==> config.mk <==
export PLATFORM = sky130hd
export DESIGN_NAME = tbem_top
export DESIGN_NICKNAME = d
export VERILOG_FILES = /design/src/tbem_pkg.sv /design/src/tbem_checker.sv /design/src/tbem_top.sv
export VERILOG_INCLUDE_DIRS = /design/src
export SDC_FILE = /design/constraint.sdc
export NUM_CORES = 1
export LEC_CHECK = 0
export BUFFER_PORTS_ARGS = -buffer_cell sky130_fd_sc_hd__buf_2
export CAP_MARGIN = 15
export CORE_ASPECT_RATIO = 0.8
export CORE_MARGIN = 2
export CORE_UTILIZATION = 25
export DETAILED_ROUTE_END_ITERATION = 6
export PLACE_DENSITY = 0.42
export SLEW_MARGIN = 20
export SYNTH_ARGS = -nofsm -noshare
export SYNTH_HDL_FRONTEND = slang
export SYNTH_SLANG_ARGS = --single-unit
==> constraint.sdc <==
create_clock -name ref_clk -period 4.65 [get_ports ref_clk]
set_input_delay 0.93 -clock ref_clk [delete_from_list [all_inputs] [get_ports ref_clk]]
set_output_delay 0.93 -clock ref_clk [all_outputs]
set_load 0.02 [all_outputs]
==> src/tbem_cfg.svh <==
/*
 Constants of the TDM bit error monitor: register indices, field
 positions, reset values, pattern taps and bus response codes.
 Assumes inclusion by bare name from every file that needs them.
*/
`ifndef TBEM_CFG_SVH
`define TBEM_CFG_SVH

// Register indices; byte address is four times the index
`define TBEM_IDX_LOC_SEL 8'h27
`define TBEM_IDX_LOC_CNT 8'h28
`define TBEM_IDX_BP_SEL 8'h29
`define TBEM_IDX_BP_CNT 8'h2a
`define TBEM_ADDR_LSB 2

// Selection register fields
`define TBEM_CHAN_LSB 0
`define TBEM_CHAN_MSB 7
`define TBEM_STREAM_LSB 8
`define TBEM_LOC_STREAM_MSB 11
`define TBEM_BP_STREAM_MSB 12
`define TBEM_LANE_LO 0
`define TBEM_LANE_HI 1

// Reset values
`define TBEM_SEL_STREAM_RST 5'h00
`define TBEM_SEL_CHAN_RST 8'h00
`define TBEM_CNT_RST 16'h0000

// Bits per channel as a shift, pattern taps (x^15 + x^14 + 1)
`define TBEM_CHAN_SHIFT 3
`define TBEM_PRBS_TAP_A 14
`define TBEM_PRBS_TAP_B 13

// Bus responses
`define TBEM_RESP_OKAY 2'h0
`define TBEM_RESP_SLVERR 2'h2

`endif

==> src/tbem_pkg.sv <==
/*
 Types of the TDM bit error monitor.
 Assumes nothing beyond a SystemVerilog compiler.
*/
`default_nettype none

package tbem_pkg;

  // One side of received serial traffic
  typedef struct packed {
    logic frame;
    logic bitStb;
    logic [31:0] data;
  } tbem_rx_t;

  // Stream and channel under test
  typedef struct packed {
    logic [4:0] stream;
    logic [7:0] channel;
  } tbem_sel_t;

  typedef enum {
    REG_NONE,
    REG_LOC_SEL,
    REG_LOC_CNT,
    REG_BP_SEL,
    REG_BP_CNT
  } tbem_reg_t;

endpackage

`default_nettype wire

==> src/tbem_checker.sv <==
/*
 One bit error checker: picks a stream and channel out of the received
 traffic, compares each bit with a self-synchronising pattern and keeps
 a saturating error count.
 Assumes bitStb marks one received bit per stream and frame marks the
 first bit of a frame, both synchronous to ref_clk.
*/
`default_nettype none
`include "tbem_cfg.svh"

module tbem_checker #(
  parameter int SW = 5,
  parameter int CW = 16,
  parameter int PW = 15,
  parameter int IW = 11
) (
  input wire logic ref_clk,
  input wire logic rst,
  input wire logic ce,
  input wire logic clr,
  input wire logic [SW-1:0] selStream,
  input wire logic [7:0] selChan,
  input wire tbem_pkg::tbem_rx_t rx,
  output logic [CW-1:0] errCnt
);

  logic [IW-1:0] bitCntR;
  logic [IW-1:0] bitIdx;
  logic [PW-1:0] shR;
  logic [4:0] fillR;
  logic hit;
  logic rxBit;
  logic expBit;
  logic err;

  assign bitIdx = rx.frame ? '0 : bitCntR;
  assign hit = rx.bitStb && (bitIdx[IW-1:`TBEM_CHAN_SHIFT] == selChan);
  assign rxBit = rx.data[selStream];
  assign expBit = shR[`TBEM_PRBS_TAP_A] ^ shR[`TBEM_PRBS_TAP_B];
  // Errors counted only once the pattern register is filled
  assign err = hit && (fillR == 5'(PW)) && (rxBit != expBit);

  // Bit position within the frame
  always_ff @(posedge ref_clk) begin
    if (rst) begin
      bitCntR <= '0;
    end else if (ce && rx.bitStb) begin
      bitCntR <= bitIdx + 1'b1;
    end
  end

  // Pattern register fed by the received bits
  always_ff @(posedge ref_clk) begin
    if (rst) begin
      shR <= '0;
      fillR <= '0;
    end else if (ce) begin
      if (clr) begin
        fillR <= '0;
      end else if (hit && fillR != 5'(PW)) begin
        fillR <= fillR + 1'b1;
      end
      if (hit) begin
        shR <= {shR[PW-2:0], rxBit};
      end
    end
  end

  // Saturating count; an error in the clear cycle still counts
  always_ff @(posedge ref_clk) begin
    if (rst) begin
      errCnt <= CW'(`TBEM_CNT_RST);
    end else if (ce) begin
      if (err && (clr || errCnt != '1)) begin
        errCnt <= clr ? CW'(1) : errCnt + 1'b1;
      end else if (clr) begin
        errCnt <= CW'(`TBEM_CNT_RST);
      end
    end
  end

  AST_COUNT_ON_MISMATCH: assert property (@(posedge ref_clk)
    disable iff (rst)
    (ce && err && !clr && errCnt != '1) |=> errCnt == $past(errCnt) + 1'b1)
    else $error("mismatch not counted");

endmodule

`default_nettype wire

==> src/tbem_top.sv <==
/*
 TDM bit error monitor with an AXI4-Lite register slave. Software picks
 a stream and channel on the local and the backplane side; each side has
 a checker with a 16-bit saturating error count.
 Assumes a single clock, synchronous inputs and AXI4-Lite masters that
 hold valid and payload until taken.
*/
`default_nettype none
`include "tbem_cfg.svh"

// How it works
// - Local select register holds a 4-bit local stream number in bits 11-8.
// - Local select register holds an 8-bit channel number in bits 7-0.
// - Local error count is 16 bits, readable, saturates at 0xffff.
// - Backplane select register holds a 5-bit stream number in bits 12-8.
// - Backplane select register holds an 8-bit channel number in bits 7-0.
// - Backplane error count is 16 bits, readable, saturates at 0xffff.
module tbem_top #(
  parameter int AW = 12,
  parameter int CW = 16,
  parameter int PW = 15,
  parameter int LOC_SW = 4,
  parameter int BP_SW = 5
) (
  input wire logic ref_clk,
  input wire logic rst,
  input wire logic ce,
  input wire tbem_pkg::tbem_rx_t locRx,
  input wire tbem_pkg::tbem_rx_t bpRx,
  input wire logic [AW-1:0] s_axi_awaddr,
  input wire logic s_axi_awvalid,
  output logic s_axi_awready,
  input wire logic [31:0] s_axi_wdata,
  input wire logic [3:0] s_axi_wstrb,
  input wire logic s_axi_wvalid,
  output logic s_axi_wready,
  output logic [1:0] s_axi_bresp,
  output logic s_axi_bvalid,
  input wire logic s_axi_bready,
  input wire logic [AW-1:0] s_axi_araddr,
  input wire logic s_axi_arvalid,
  output logic s_axi_arready,
  output logic [31:0] s_axi_rdata,
  output logic [1:0] s_axi_rresp,
  output logic s_axi_rvalid,
  input wire logic s_axi_rready
);

  localparam int XW = AW - `TBEM_ADDR_LSB;

  tbem_pkg::tbem_sel_t locSelR;
  tbem_pkg::tbem_sel_t bpSelR;
  tbem_pkg::tbem_reg_t wrReg;
  tbem_pkg::tbem_reg_t rdReg;
  logic [AW-1:0] awAddrR;
  logic [31:0] wDataR;
  logic [3:0] wStrbR;
  logic awGotR;
  logic wGotR;
  logic wrFire;
  logic wrOk;
  logic locClr;
  logic bpClr;
  logic [CW-1:0] locCnt;
  logic [CW-1:0] bpCnt;

  function automatic tbem_pkg::tbem_reg_t decode(input logic [AW-1:0] a);
    logic [XW-1:0] idx;
    idx = a[AW-1:`TBEM_ADDR_LSB];
    if (idx == XW'(`TBEM_IDX_LOC_SEL)) begin
      return tbem_pkg::REG_LOC_SEL;
    end else if (idx == XW'(`TBEM_IDX_LOC_CNT)) begin
      return tbem_pkg::REG_LOC_CNT;
    end else if (idx == XW'(`TBEM_IDX_BP_SEL)) begin
      return tbem_pkg::REG_BP_SEL;
    end else if (idx == XW'(`TBEM_IDX_BP_CNT)) begin
      return tbem_pkg::REG_BP_CNT;
    end
    return tbem_pkg::REG_NONE;
  endfunction

  assign wrReg = decode(awAddrR);
  assign rdReg = decode(s_axi_araddr);
  assign wrFire = awGotR && wGotR && !s_axi_bvalid;
  assign wrOk = (wrReg == tbem_pkg::REG_LOC_SEL) ||
                (wrReg == tbem_pkg::REG_BP_SEL);
  // A new selection restarts that side's count
  assign locClr = wrFire && wrReg == tbem_pkg::REG_LOC_SEL;
  assign bpClr = wrFire && wrReg == tbem_pkg::REG_BP_SEL;

  // Write address and data, taken in either order
  always_ff @(posedge ref_clk) begin
    if (rst) begin
      s_axi_awready <= 1'b1;
      s_axi_wready <= 1'b1;
      awGotR <= 1'b0;
      wGotR <= 1'b0;
      awAddrR <= '0;
      wDataR <= '0;
      wStrbR <= '0;
    end else if (ce) begin
      if (s_axi_awvalid && s_axi_awready) begin
        awAddrR <= s_axi_awaddr;
        awGotR <= 1'b1;
        s_axi_awready <= 1'b0;
      end
      if (s_axi_wvalid && s_axi_wready) begin
        wDataR <= s_axi_wdata;
        wStrbR <= s_axi_wstrb;
        wGotR <= 1'b1;
        s_axi_wready <= 1'b0;
      end
      if (wrFire) begin
        awGotR <= 1'b0;
        wGotR <= 1'b0;
      end
      if (s_axi_bvalid && s_axi_bready) begin
        s_axi_awready <= 1'b1;
        s_axi_wready <= 1'b1;
      end
    end
  end

  // Write response
  always_ff @(posedge ref_clk) begin
    if (rst) begin
      s_axi_bvalid <= 1'b0;
      s_axi_bresp <= `TBEM_RESP_OKAY;
    end else if (ce) begin
      if (wrFire) begin
        s_axi_bvalid <= 1'b1;
        s_axi_bresp <= wrOk ? `TBEM_RESP_OKAY : `TBEM_RESP_SLVERR;
      end else if (s_axi_bready) begin
        s_axi_bvalid <= 1'b0;
      end
    end
  end

  // Local selection; unused upper bits are not stored
  always_ff @(posedge ref_clk) begin
    if (rst) begin
      locSelR.stream <= `TBEM_SEL_STREAM_RST;
      locSelR.channel <= `TBEM_SEL_CHAN_RST;
    end else if (ce && locClr) begin
      if (wStrbR[`TBEM_LANE_LO]) begin
        locSelR.channel <= wDataR[`TBEM_CHAN_MSB:`TBEM_CHAN_LSB];
      end
      if (wStrbR[`TBEM_LANE_HI]) begin
        locSelR.stream <=
          5'(wDataR[`TBEM_LOC_STREAM_MSB:`TBEM_STREAM_LSB]);
      end
    end
  end

  // Backplane selection
  always_ff @(posedge ref_clk) begin
    if (rst) begin
      bpSelR.stream <= `TBEM_SEL_STREAM_RST;
      bpSelR.channel <= `TBEM_SEL_CHAN_RST;
    end else if (ce && bpClr) begin
      if (wStrbR[`TBEM_LANE_LO]) begin
        bpSelR.channel <= wDataR[`TBEM_CHAN_MSB:`TBEM_CHAN_LSB];
      end
      if (wStrbR[`TBEM_LANE_HI]) begin
        bpSelR.stream <=
          wDataR[`TBEM_BP_STREAM_MSB:`TBEM_STREAM_LSB];
      end
    end
  end

  // Read channel: data one edge after the address is taken
  always_ff @(posedge ref_clk) begin
    if (rst) begin
      s_axi_arready <= 1'b1;
      s_axi_rvalid <= 1'b0;
      s_axi_rdata <= '0;
      s_axi_rresp <= `TBEM_RESP_OKAY;
    end else if (ce) begin
      if (s_axi_arvalid && s_axi_arready) begin
        s_axi_arready <= 1'b0;
        s_axi_rvalid <= 1'b1;
        s_axi_rresp <= `TBEM_RESP_OKAY;
        case (rdReg)
          tbem_pkg::REG_LOC_SEL: begin
            s_axi_rdata <= 32'({locSelR.stream, locSelR.channel});
          end
          tbem_pkg::REG_LOC_CNT: begin
            s_axi_rdata <= 32'(locCnt);
          end
          tbem_pkg::REG_BP_SEL: begin
            s_axi_rdata <= 32'({bpSelR.stream, bpSelR.channel});
          end
          tbem_pkg::REG_BP_CNT: begin
            s_axi_rdata <= 32'(bpCnt);
          end
          default: begin
            s_axi_rdata <= '0;
            s_axi_rresp <= `TBEM_RESP_SLVERR;
          end
        endcase
      end else if (s_axi_rvalid && s_axi_rready) begin
        s_axi_rvalid <= 1'b0;
        s_axi_arready <= 1'b1;
      end
    end
  end

  tbem_checker #(
    .SW(LOC_SW),
    .CW(CW),
    .PW(PW)
  ) u_loc_chk (
    .ref_clk(ref_clk),
    .rst(rst),
    .ce(ce),
    .clr(locClr),
    .selStream(locSelR.stream[LOC_SW-1:0]),
    .selChan(locSelR.channel),
    .rx(locRx),
    .errCnt(locCnt)
  );

  tbem_checker #(
    .SW(BP_SW),
    .CW(CW),
    .PW(PW)
  ) u_bp_chk (
    .ref_clk(ref_clk),
    .rst(rst),
    .ce(ce),
    .clr(bpClr),
    .selStream(bpSelR.stream[BP_SW-1:0]),
    .selChan(bpSelR.channel),
    .rx(bpRx),
    .errCnt(bpCnt)
  );

  AST_LOC_STREAM_WRITE: assert property (@(posedge ref_clk)
    disable iff (rst)
    (ce && locClr && wStrbR[`TBEM_LANE_HI])
    |=> locSelR.stream ==
        5'($past(wDataR[`TBEM_LOC_STREAM_MSB:`TBEM_STREAM_LSB])))
    else $error("local stream field not loaded");

  AST_LOC_CHAN_WRITE: assert property (@(posedge ref_clk)
    disable iff (rst)
    (ce && locClr && wStrbR[`TBEM_LANE_LO])
    |=> locSelR.channel == $past(wDataR[`TBEM_CHAN_MSB:`TBEM_CHAN_LSB]))
    else $error("local channel field not loaded");

  AST_LOC_SEL_READ: assert property (@(posedge ref_clk)
    disable iff (rst)
    (ce && s_axi_arvalid && s_axi_arready &&
     rdReg == tbem_pkg::REG_LOC_SEL)
    |=> s_axi_rvalid && (s_axi_rdata >> (`TBEM_LOC_STREAM_MSB + 1)) == '0 &&
        s_axi_rdata[`TBEM_CHAN_MSB:`TBEM_CHAN_LSB] == $past(locSelR.channel))
    else $error("local select read wrong");

  AST_LOC_SATURATE: assert property (@(posedge ref_clk)
    disable iff (rst)
    (ce && locCnt == '1 && !locClr) |=> locCnt == '1)
    else $error("local count left its maximum");

  AST_LOC_NO_WRAP: assert property (@(posedge ref_clk)
    disable iff (rst)
    (ce && !locClr) |=> (locCnt == $past(locCnt)) ||
      ($past(locCnt) != '1 && locCnt == $past(locCnt) + 1'b1))
    else $error("local count jumped or wrapped");

  AST_LOC_READ: assert property (@(posedge ref_clk)
    disable iff (rst)
    (ce && s_axi_arvalid && s_axi_arready &&
     rdReg == tbem_pkg::REG_LOC_CNT)
    |=> s_axi_rvalid && s_axi_rdata == 32'($past(locCnt)))
    else $error("local count read wrong");

  AST_BP_STREAM_WRITE: assert property (@(posedge ref_clk)
    disable iff (rst)
    (ce && bpClr && wStrbR[`TBEM_LANE_HI])
    |=> bpSelR.stream ==
        $past(wDataR[`TBEM_BP_STREAM_MSB:`TBEM_STREAM_LSB]))
    else $error("backplane stream field not loaded");

  AST_BP_CHAN_WRITE: assert property (@(posedge ref_clk)
    disable iff (rst)
    (ce && bpClr && wStrbR[`TBEM_LANE_LO])
    |=> bpSelR.channel == $past(wDataR[`TBEM_CHAN_MSB:`TBEM_CHAN_LSB]))
    else $error("backplane channel field not loaded");

  AST_BP_SEL_READ: assert property (@(posedge ref_clk)
    disable iff (rst)
    (ce && s_axi_arvalid && s_axi_arready &&
     rdReg == tbem_pkg::REG_BP_SEL)
    |=> s_axi_rvalid && (s_axi_rdata >> (`TBEM_BP_STREAM_MSB + 1)) == '0 &&
        s_axi_rdata[`TBEM_CHAN_MSB:`TBEM_CHAN_LSB] == $past(bpSelR.channel))
    else $error("backplane select read wrong");

  AST_BP_SATURATE: assert property (@(posedge ref_clk)
    disable iff (rst)
    (ce && bpCnt == '1 && !bpClr) |=> bpCnt == '1)
    else $error("backplane count left its maximum");

  AST_BP_NO_WRAP: assert property (@(posedge ref_clk)
    disable iff (rst)
    (ce && !bpClr) |=> (bpCnt == $past(bpCnt)) ||
      ($past(bpCnt) != '1 && bpCnt == $past(bpCnt) + 1'b1))
    else $error("backplane count jumped or wrapped");

  AST_BP_READ: assert property (@(posedge ref_clk)
    disable iff (rst)
    (ce && s_axi_arvalid && s_axi_arready &&
     rdReg == tbem_pkg::REG_BP_CNT)
    |=> s_axi_rvalid && s_axi_rdata == 32'($past(bpCnt)))
    else $error("backplane count read wrong");

endmodule

`default_nettype wire

# [Yosys cells after proc, flatten, opt, wreduce, memory -nomap -nowiden]
# Cells that the tools add are included.
# Widths: inputs -> output; s select.
[word_totals] regBits=189 input_bits=136 output_inout_bits=41 word_cells=168
[classes] add_sub_neg=6 order_cmp=2 eq_ne=24 muxes=51 n_bitwise=2 n_reduce_logical=58
[ops] cell="$eq 32x2->1 const B" count=3
[ops] cell="$mux 16" count=6
[ops] cell="$eq 10x6->1 const B" count=8
[ops] cell="$eq 32x3->1 const B" count=2
[ops] cell="$mux 32" count=2
[ops] cell="$pmux 16 s4" count=1
[ops] cell="$reduce_and 2->1" count=20
[ops] cell="$add 16x1->16 const B" count=2
[ops] cell="$eq 32x1->1 const B" count=1
[ops] cell="$ne 16x16->1 const B" count=2
[ops] cell="$mux 1" count=24
[ops] cell="$mux 3" count=8
[ops] cell="$logic_and 1x1->1" count=23
[ops] cell="$add 11x1->11 const B" count=2
[ops] cell="$mux 11" count=2
[ops] cell="$mux 5" count=4
[ops] cell="$reduce_bool 2->1" count=10
[ops] cell="$eq 8x8->1" count=2
[ops] cell="$add 5x1->5 const B" count=2
[ops] cell="$eq 5x4->1 const B" count=2
[ops] cell="$ne 5x4->1 const B" count=2
[ops] cell="$lt 4x6->1 const B" count=1
[ops] cell="$lt 5x6->1 const B" count=1
[ops] cell="$bmux 1 s5" count=1
[ops] cell="other kinds (7)" count=12

# [Logic depth before layout (Yosys ltp)]
[logic_depth] ltp_word=12 depth_mapped=9 mapped_depth_nobuf=8

# [Modules after synthesis]
# A second synthesis with hierarchy kept.
[unflattened] hier_cells=1016 area_unflattened_um2=8603.3
[modules_own_cells] mod="tbem_top" instances=1 cells_per_inst=367 area_per_inst_um2=3265.6 seq_area_each_um2=1501.4
[modules_own_cells] mod="tbem_checker (u_bp_chk)" instances=1 cells_per_inst=325 area_per_inst_um2=2701.3 seq_area_each_um2=940.9
[modules_own_cells] mod="tbem_checker (u_loc_chk)" instances=1 cells_per_inst=324 area_per_inst_um2=2636.3 seq_area_each_um2=940.9

# [Worst setup path after synthesis]
# No wires, ideal clock.
[synth_path] kind="input-to-reg" startpoint="input port locRx[15] (netlist bit)" endpoint="register u_loc_chk.errCnt[5]" setup_time_ns=0.072 arrival_time_ns=3.011 required_ns=4.578 slack_ns=1.568 stages=7 n_path_buf=0 cell_sequence="mux4_2 mux4_2 xnor2_4 nor2_2 a41oi_4 or4_1 a21oi_1"
[synth_between] elab_chain_len=7 elab_cells_between_ends=8 cone_classes="1 x eq/ne; 3 x mux; 4 x reduce/logical"
[synth_rtl] item="start: declaration" line="tbem_top.sv:28" source="input wire tbem_pkg::tbem_rx_t locRx,"
[synth_rtl] item="$bmux 1 s4 *" line="tbem_checker.sv:38" source="assign rxBit = rx.data[selStream];"
[synth_rtl] item="$mux 1 (not written as such) *" line="tbem_checker.sv:38"
[synth_rtl] item="$ne 1x1->1 *" line="tbem_checker.sv:41" source="assign err = hit && (fillR == 5'(PW)) && (rxBit != expBit);"
[synth_rtl] item="$logic_and 1x1->1 *" line="tbem_checker.sv:41"
[synth_rtl] item="$logic_and 1x1->1 *" line="tbem_checker.sv:74" source="if (err && (clr || errCnt != '1)) begin"
[synth_rtl] item="$reduce_bool 2->1 (no source line)"
[synth_rtl] item="$reduce_and 2->1 (no source line)"
[synth_rtl] item="end signal: assignment" line="tbem_checker.sv:72" source="errCnt <= CW'(`TBEM_CNT_RST);"
[synth_rtl] item="end signal: assignment" line="tbem_checker.sv:75" source="errCnt <= clr ? CW'(1) : errCnt + 1'b1;"
[synth_rtl] item="end signal: assignment" line="tbem_checker.sv:77" source="errCnt <= CW'(`TBEM_CNT_RST);"
[synth_rtl] item="end: declaration" line="tbem_checker.sv:24" source="output logic [CW-1:0] errCnt"
# Every way passes the cells marked *; elsewhere a longest branch is shown, timed or not. The select of a mux whose other input is x is not followed.
# A chain may end at the register's enable or synchronous reset.

# [Final worst setup path]
[layout_path] startpoint="register locSelR[8] (netlist bit)" endpoint="register u_loc_chk.errCnt[5]"
[layout_between] elab_chain_len=7 elab_cells_between_ends=8 cone_classes="1 x eq/ne; 3 x mux; 4 x reduce/logical"
[layout_rtl] item="start: declaration" line="tbem_top.sv:51" source="tbem_pkg::tbem_sel_t locSelR;"
[layout_rtl] item="$bmux 1 s4 *" line="tbem_checker.sv:38"
[layout_rtl] item="$mux 1 (not written as such) *" line="tbem_checker.sv:38"
[layout_rtl] item="$ne 1x1->1 *" line="tbem_checker.sv:41"
[layout_rtl] item="$logic_and 1x1->1 *" line="tbem_checker.sv:41"
[layout_rtl] item="$logic_and 1x1->1 *" line="tbem_checker.sv:74"
[layout_rtl] item="$reduce_bool 2->1 (no source line)"
[layout_rtl] item="$reduce_and 2->1 (no source line)"
# Marked as above.

==> results.md <==
- Outcome: finished clean
- Post-Synth Simple-Gate Area: 26.9%
- GRT overflow: 0
- Tightest Pin Transition: 956 ps
- Max Slew Vio Count: 0
- Area grow syn2layout: 17.6%
- CTS max path bufs: 2
- Async S/R FF share, synth: 0%
- Most frequent cells in the layout: nand2_1 (171), dfxtp_1 (169), buf_2 (116)
- Total negative slack: 0 ps
- Post-Syn Area: 8800 um2
- Clk_lat worst skew: 440 ps
- #FFs+latches synth: 169
- Total CTS buffers: 17
- First-pass DRT Iterations: 7
- Clock root cell: clkbuf_16
- Layout cells sized above 1: 19.0%
- Largest net degree at the start of global routing: 79
- Maxcap violations: 0
- Number of setup buffers added after CTS: 0
- Most common cell after layout, fill and taps aside: nand2_1
- Routed len/inst: 16.3 um
- Pleak: 3.63 nW
- Detailed-placement wirelength estimate: 19,500 um
- Mux cell area share after synthesis: 8.94%
- Part of the cycle the worst path needs: 67.5%
- WS Path Type: flop to flop
- Total wire length: 26,400 um
- Fin. Hold Viols: 0
- Area of the multi-input gates: 5050 um2
- Die W: 214 um
- Port Buffers: 117
- Crit end category: flop
- Minimum clock period: 3140 ps
- Critical Path Start: locSelR[8]
- Pwr dens: 302 nW/um2
- Initial antenna violation count: 0
- Largest family of logic cells by synthesized area: simple AND/OR/NAND/NOR gates
- Final core utilization: 29.8%
- Worst reg2reg path endpoint: u_loc_chk.errCnt[5]
- GRT Resource Usage Total: 14.6%
- Final nets: 1,282
- Synth warn: 0
- Vias: 7,837
- RR Startpoint: locSelR[8]
- Worst slack, placed: 1080 ps
- Core Region: 34,700 um2
- Xor/xnor cell area share of the yosys netlist: 2.20%
- Gpl congestion: 0.797
- Post-synth EDFFs: 0
- Seq/Total Area, Yosys: 38.4%
- IO Count: 177
- CP endpoint: u_loc_chk.errCnt[5]
- Syn avg cell area: 8.41 um2
- R2R cell count: 7
- Initial Util: 25.3%
- Synth unique cells: 85
- CP max FO: 18
- DIE AREA: 36,700 um2
- Synth Area in Compound Gates: 17.3%
- Detail Route Antenna Nets: 0
- Fillers: 3,775
- Clk_skew: 12.9 ps
- PostCTS Resize Cnt: 0
- Antenna Cells: 0
- Hold slack: 456 ps
- Worst setup SP type: flop
- Hold Buf Count CTS: 0
- Worst slew margin: 36.1%
- Clock transition at the registers of the reported paths: 70 ps
- Vias in the first global route: 7,038
- First-pass GRT wire length: 40,800 um
- Vias per cell: 4.83
- Final setup vio count: 0
- Die Height: 172 um
- Register area: 3380 um2
- Final cell count without fillers: 1,623
- Dpl cells: 1,591
- Worst Path Arrival: 3500 ps
- Adder-cell share of the synthesized area: 1.14%
- HP Class: flop to flop
- Sink Count: 169
- Gate Count Post-Synth: 1,046
- FP Rows: 61
- Reg2reg setup slack: 1510 ps
- Main flop type after synthesis: dfxtp_1
- RSZ-0062 raised after global routing: no
- Worst VDD drop: 0.237 mV
- Worst path required time: 5010 ps
- Final Worst Setup Slack: 1510 ps
- CTS H-tree depth: 4
- CTS tree: built
- Max Freq: 0.319 GHz
- DR iter-0 viols: 542
- Number of remaining DRC errors: 0
## worst max-delay path, stage by stage, from the launching register on
cell	delay, ps
dfxtp_1	530
mux4_2	550
mux4_2	620
xnor2_4	220
nor2_2	160
a41oi_4	280
or4_1	540
a21oi_1	150
## cells by family after synthesis
family	after synthesis
compound gates	230
xor+xnor	20
fa+ha+maj	8
buf+inv	87
flops	169
mux	61
other cells	1
simple gates	470
## metrics by stage
stage,power (mW),instance area (um2)
after floorplan,1.65,8860
after global placement,1.73,9760
after detailed placement,1.73,9760
after CTS,3.17,10300
after global routing,3.25,10300
final,3.12,10300
## report_power, final
group          total [mW]  switching [mW]  internal [mW]
combinational       0.208           0.131         0.0769
clock                1.43           0.699          0.735
sequential           1.48          0.0168           1.47
total                3.12           0.846           2.28
## cell usage after synthesis (9+ instances only)
master      n  area share (%)
a21o_1     12             1.0
a21oi_1   105             6.0
a222oi_1   12             1.4
a31oi_1    10            0.71
and3_1      9            0.64
buf_4      19             1.6
clkbuf_1   40             1.7
dfxtp_1   169              38
inv_1      11            0.47
mux2_2     11             1.4
mux2i_1    37             4.2
mux4_2     13             3.3
nand2_1   171             7.3
nand3_1    39             2.2
nand4_1    11            0.78
nor2_1    114             4.9
nor2b_1    12            0.85
nor3_1     18             1.0
o21ai_0    24             1.4
or3_1      19             1.4
or4_1      10            0.85
xor2_1     11             1.1
## worst min-delay path by stage
stage,slack [ps],to,startpoint,cells past startpoint
6_report,460,u_bp_chk.fillR[4],u_bp_chk.fillR[4],2
5_1_grt,480,u_bp_chk.fillR[4],u_bp_chk.fillR[4],2
4_1_cts,460,u_bp_chk.fillR[4],u_bp_chk.fillR[4],2
3_5_place_dp,450,u_bp_chk.fillR[4],u_bp_chk.fillR[4],2
3_3_place_gp,440,u_bp_chk.fillR[4],u_bp_chk.fillR[4],2
2_1_floorplan,430,u_loc_chk.shR[13],u_loc_chk.shR[12],2
## state kept, by name (all words and copies together), names as in the netlist, 2 cells and up
name,cells
u_loc_chk.fillR,5
bpSelR,13
u_bp_chk.errCnt,16
wStrbR,2
s_axi_rdata,16
u_bp_chk.fillR,5
u_loc_chk.errCnt,16
u_loc_chk.bitCntR,11
u_bp_chk.shR,15
u_bp_chk.bitCntR,11
locSelR,12
wDataR,13
awAddrR,10
u_loc_chk.shR,15
## per-layer routing
metal | track usage, % | up-vias | routed length [um]
met2 | 21.2 | 162 | 11400
li1 | - | 3936 | -
met5 | 0 | - | 0
met3 | 2.36 | 19 | 924
met4 | 4.17 | 0 | 348
met1 | 21.8 | 3720 | 13700
## layout make-up
class,instances,area share (%)
Clock buffer,18,4.24
Clock inverter,14,1.45
Inverter,13,0.472
Multi-Input combinational cell,807,48.8
Sequential cell,169,32.7
Tap cell,472,5.71
Timing Repair Buffer,130,6.63
Note: power is estimated with default switching activity, not from simulation.
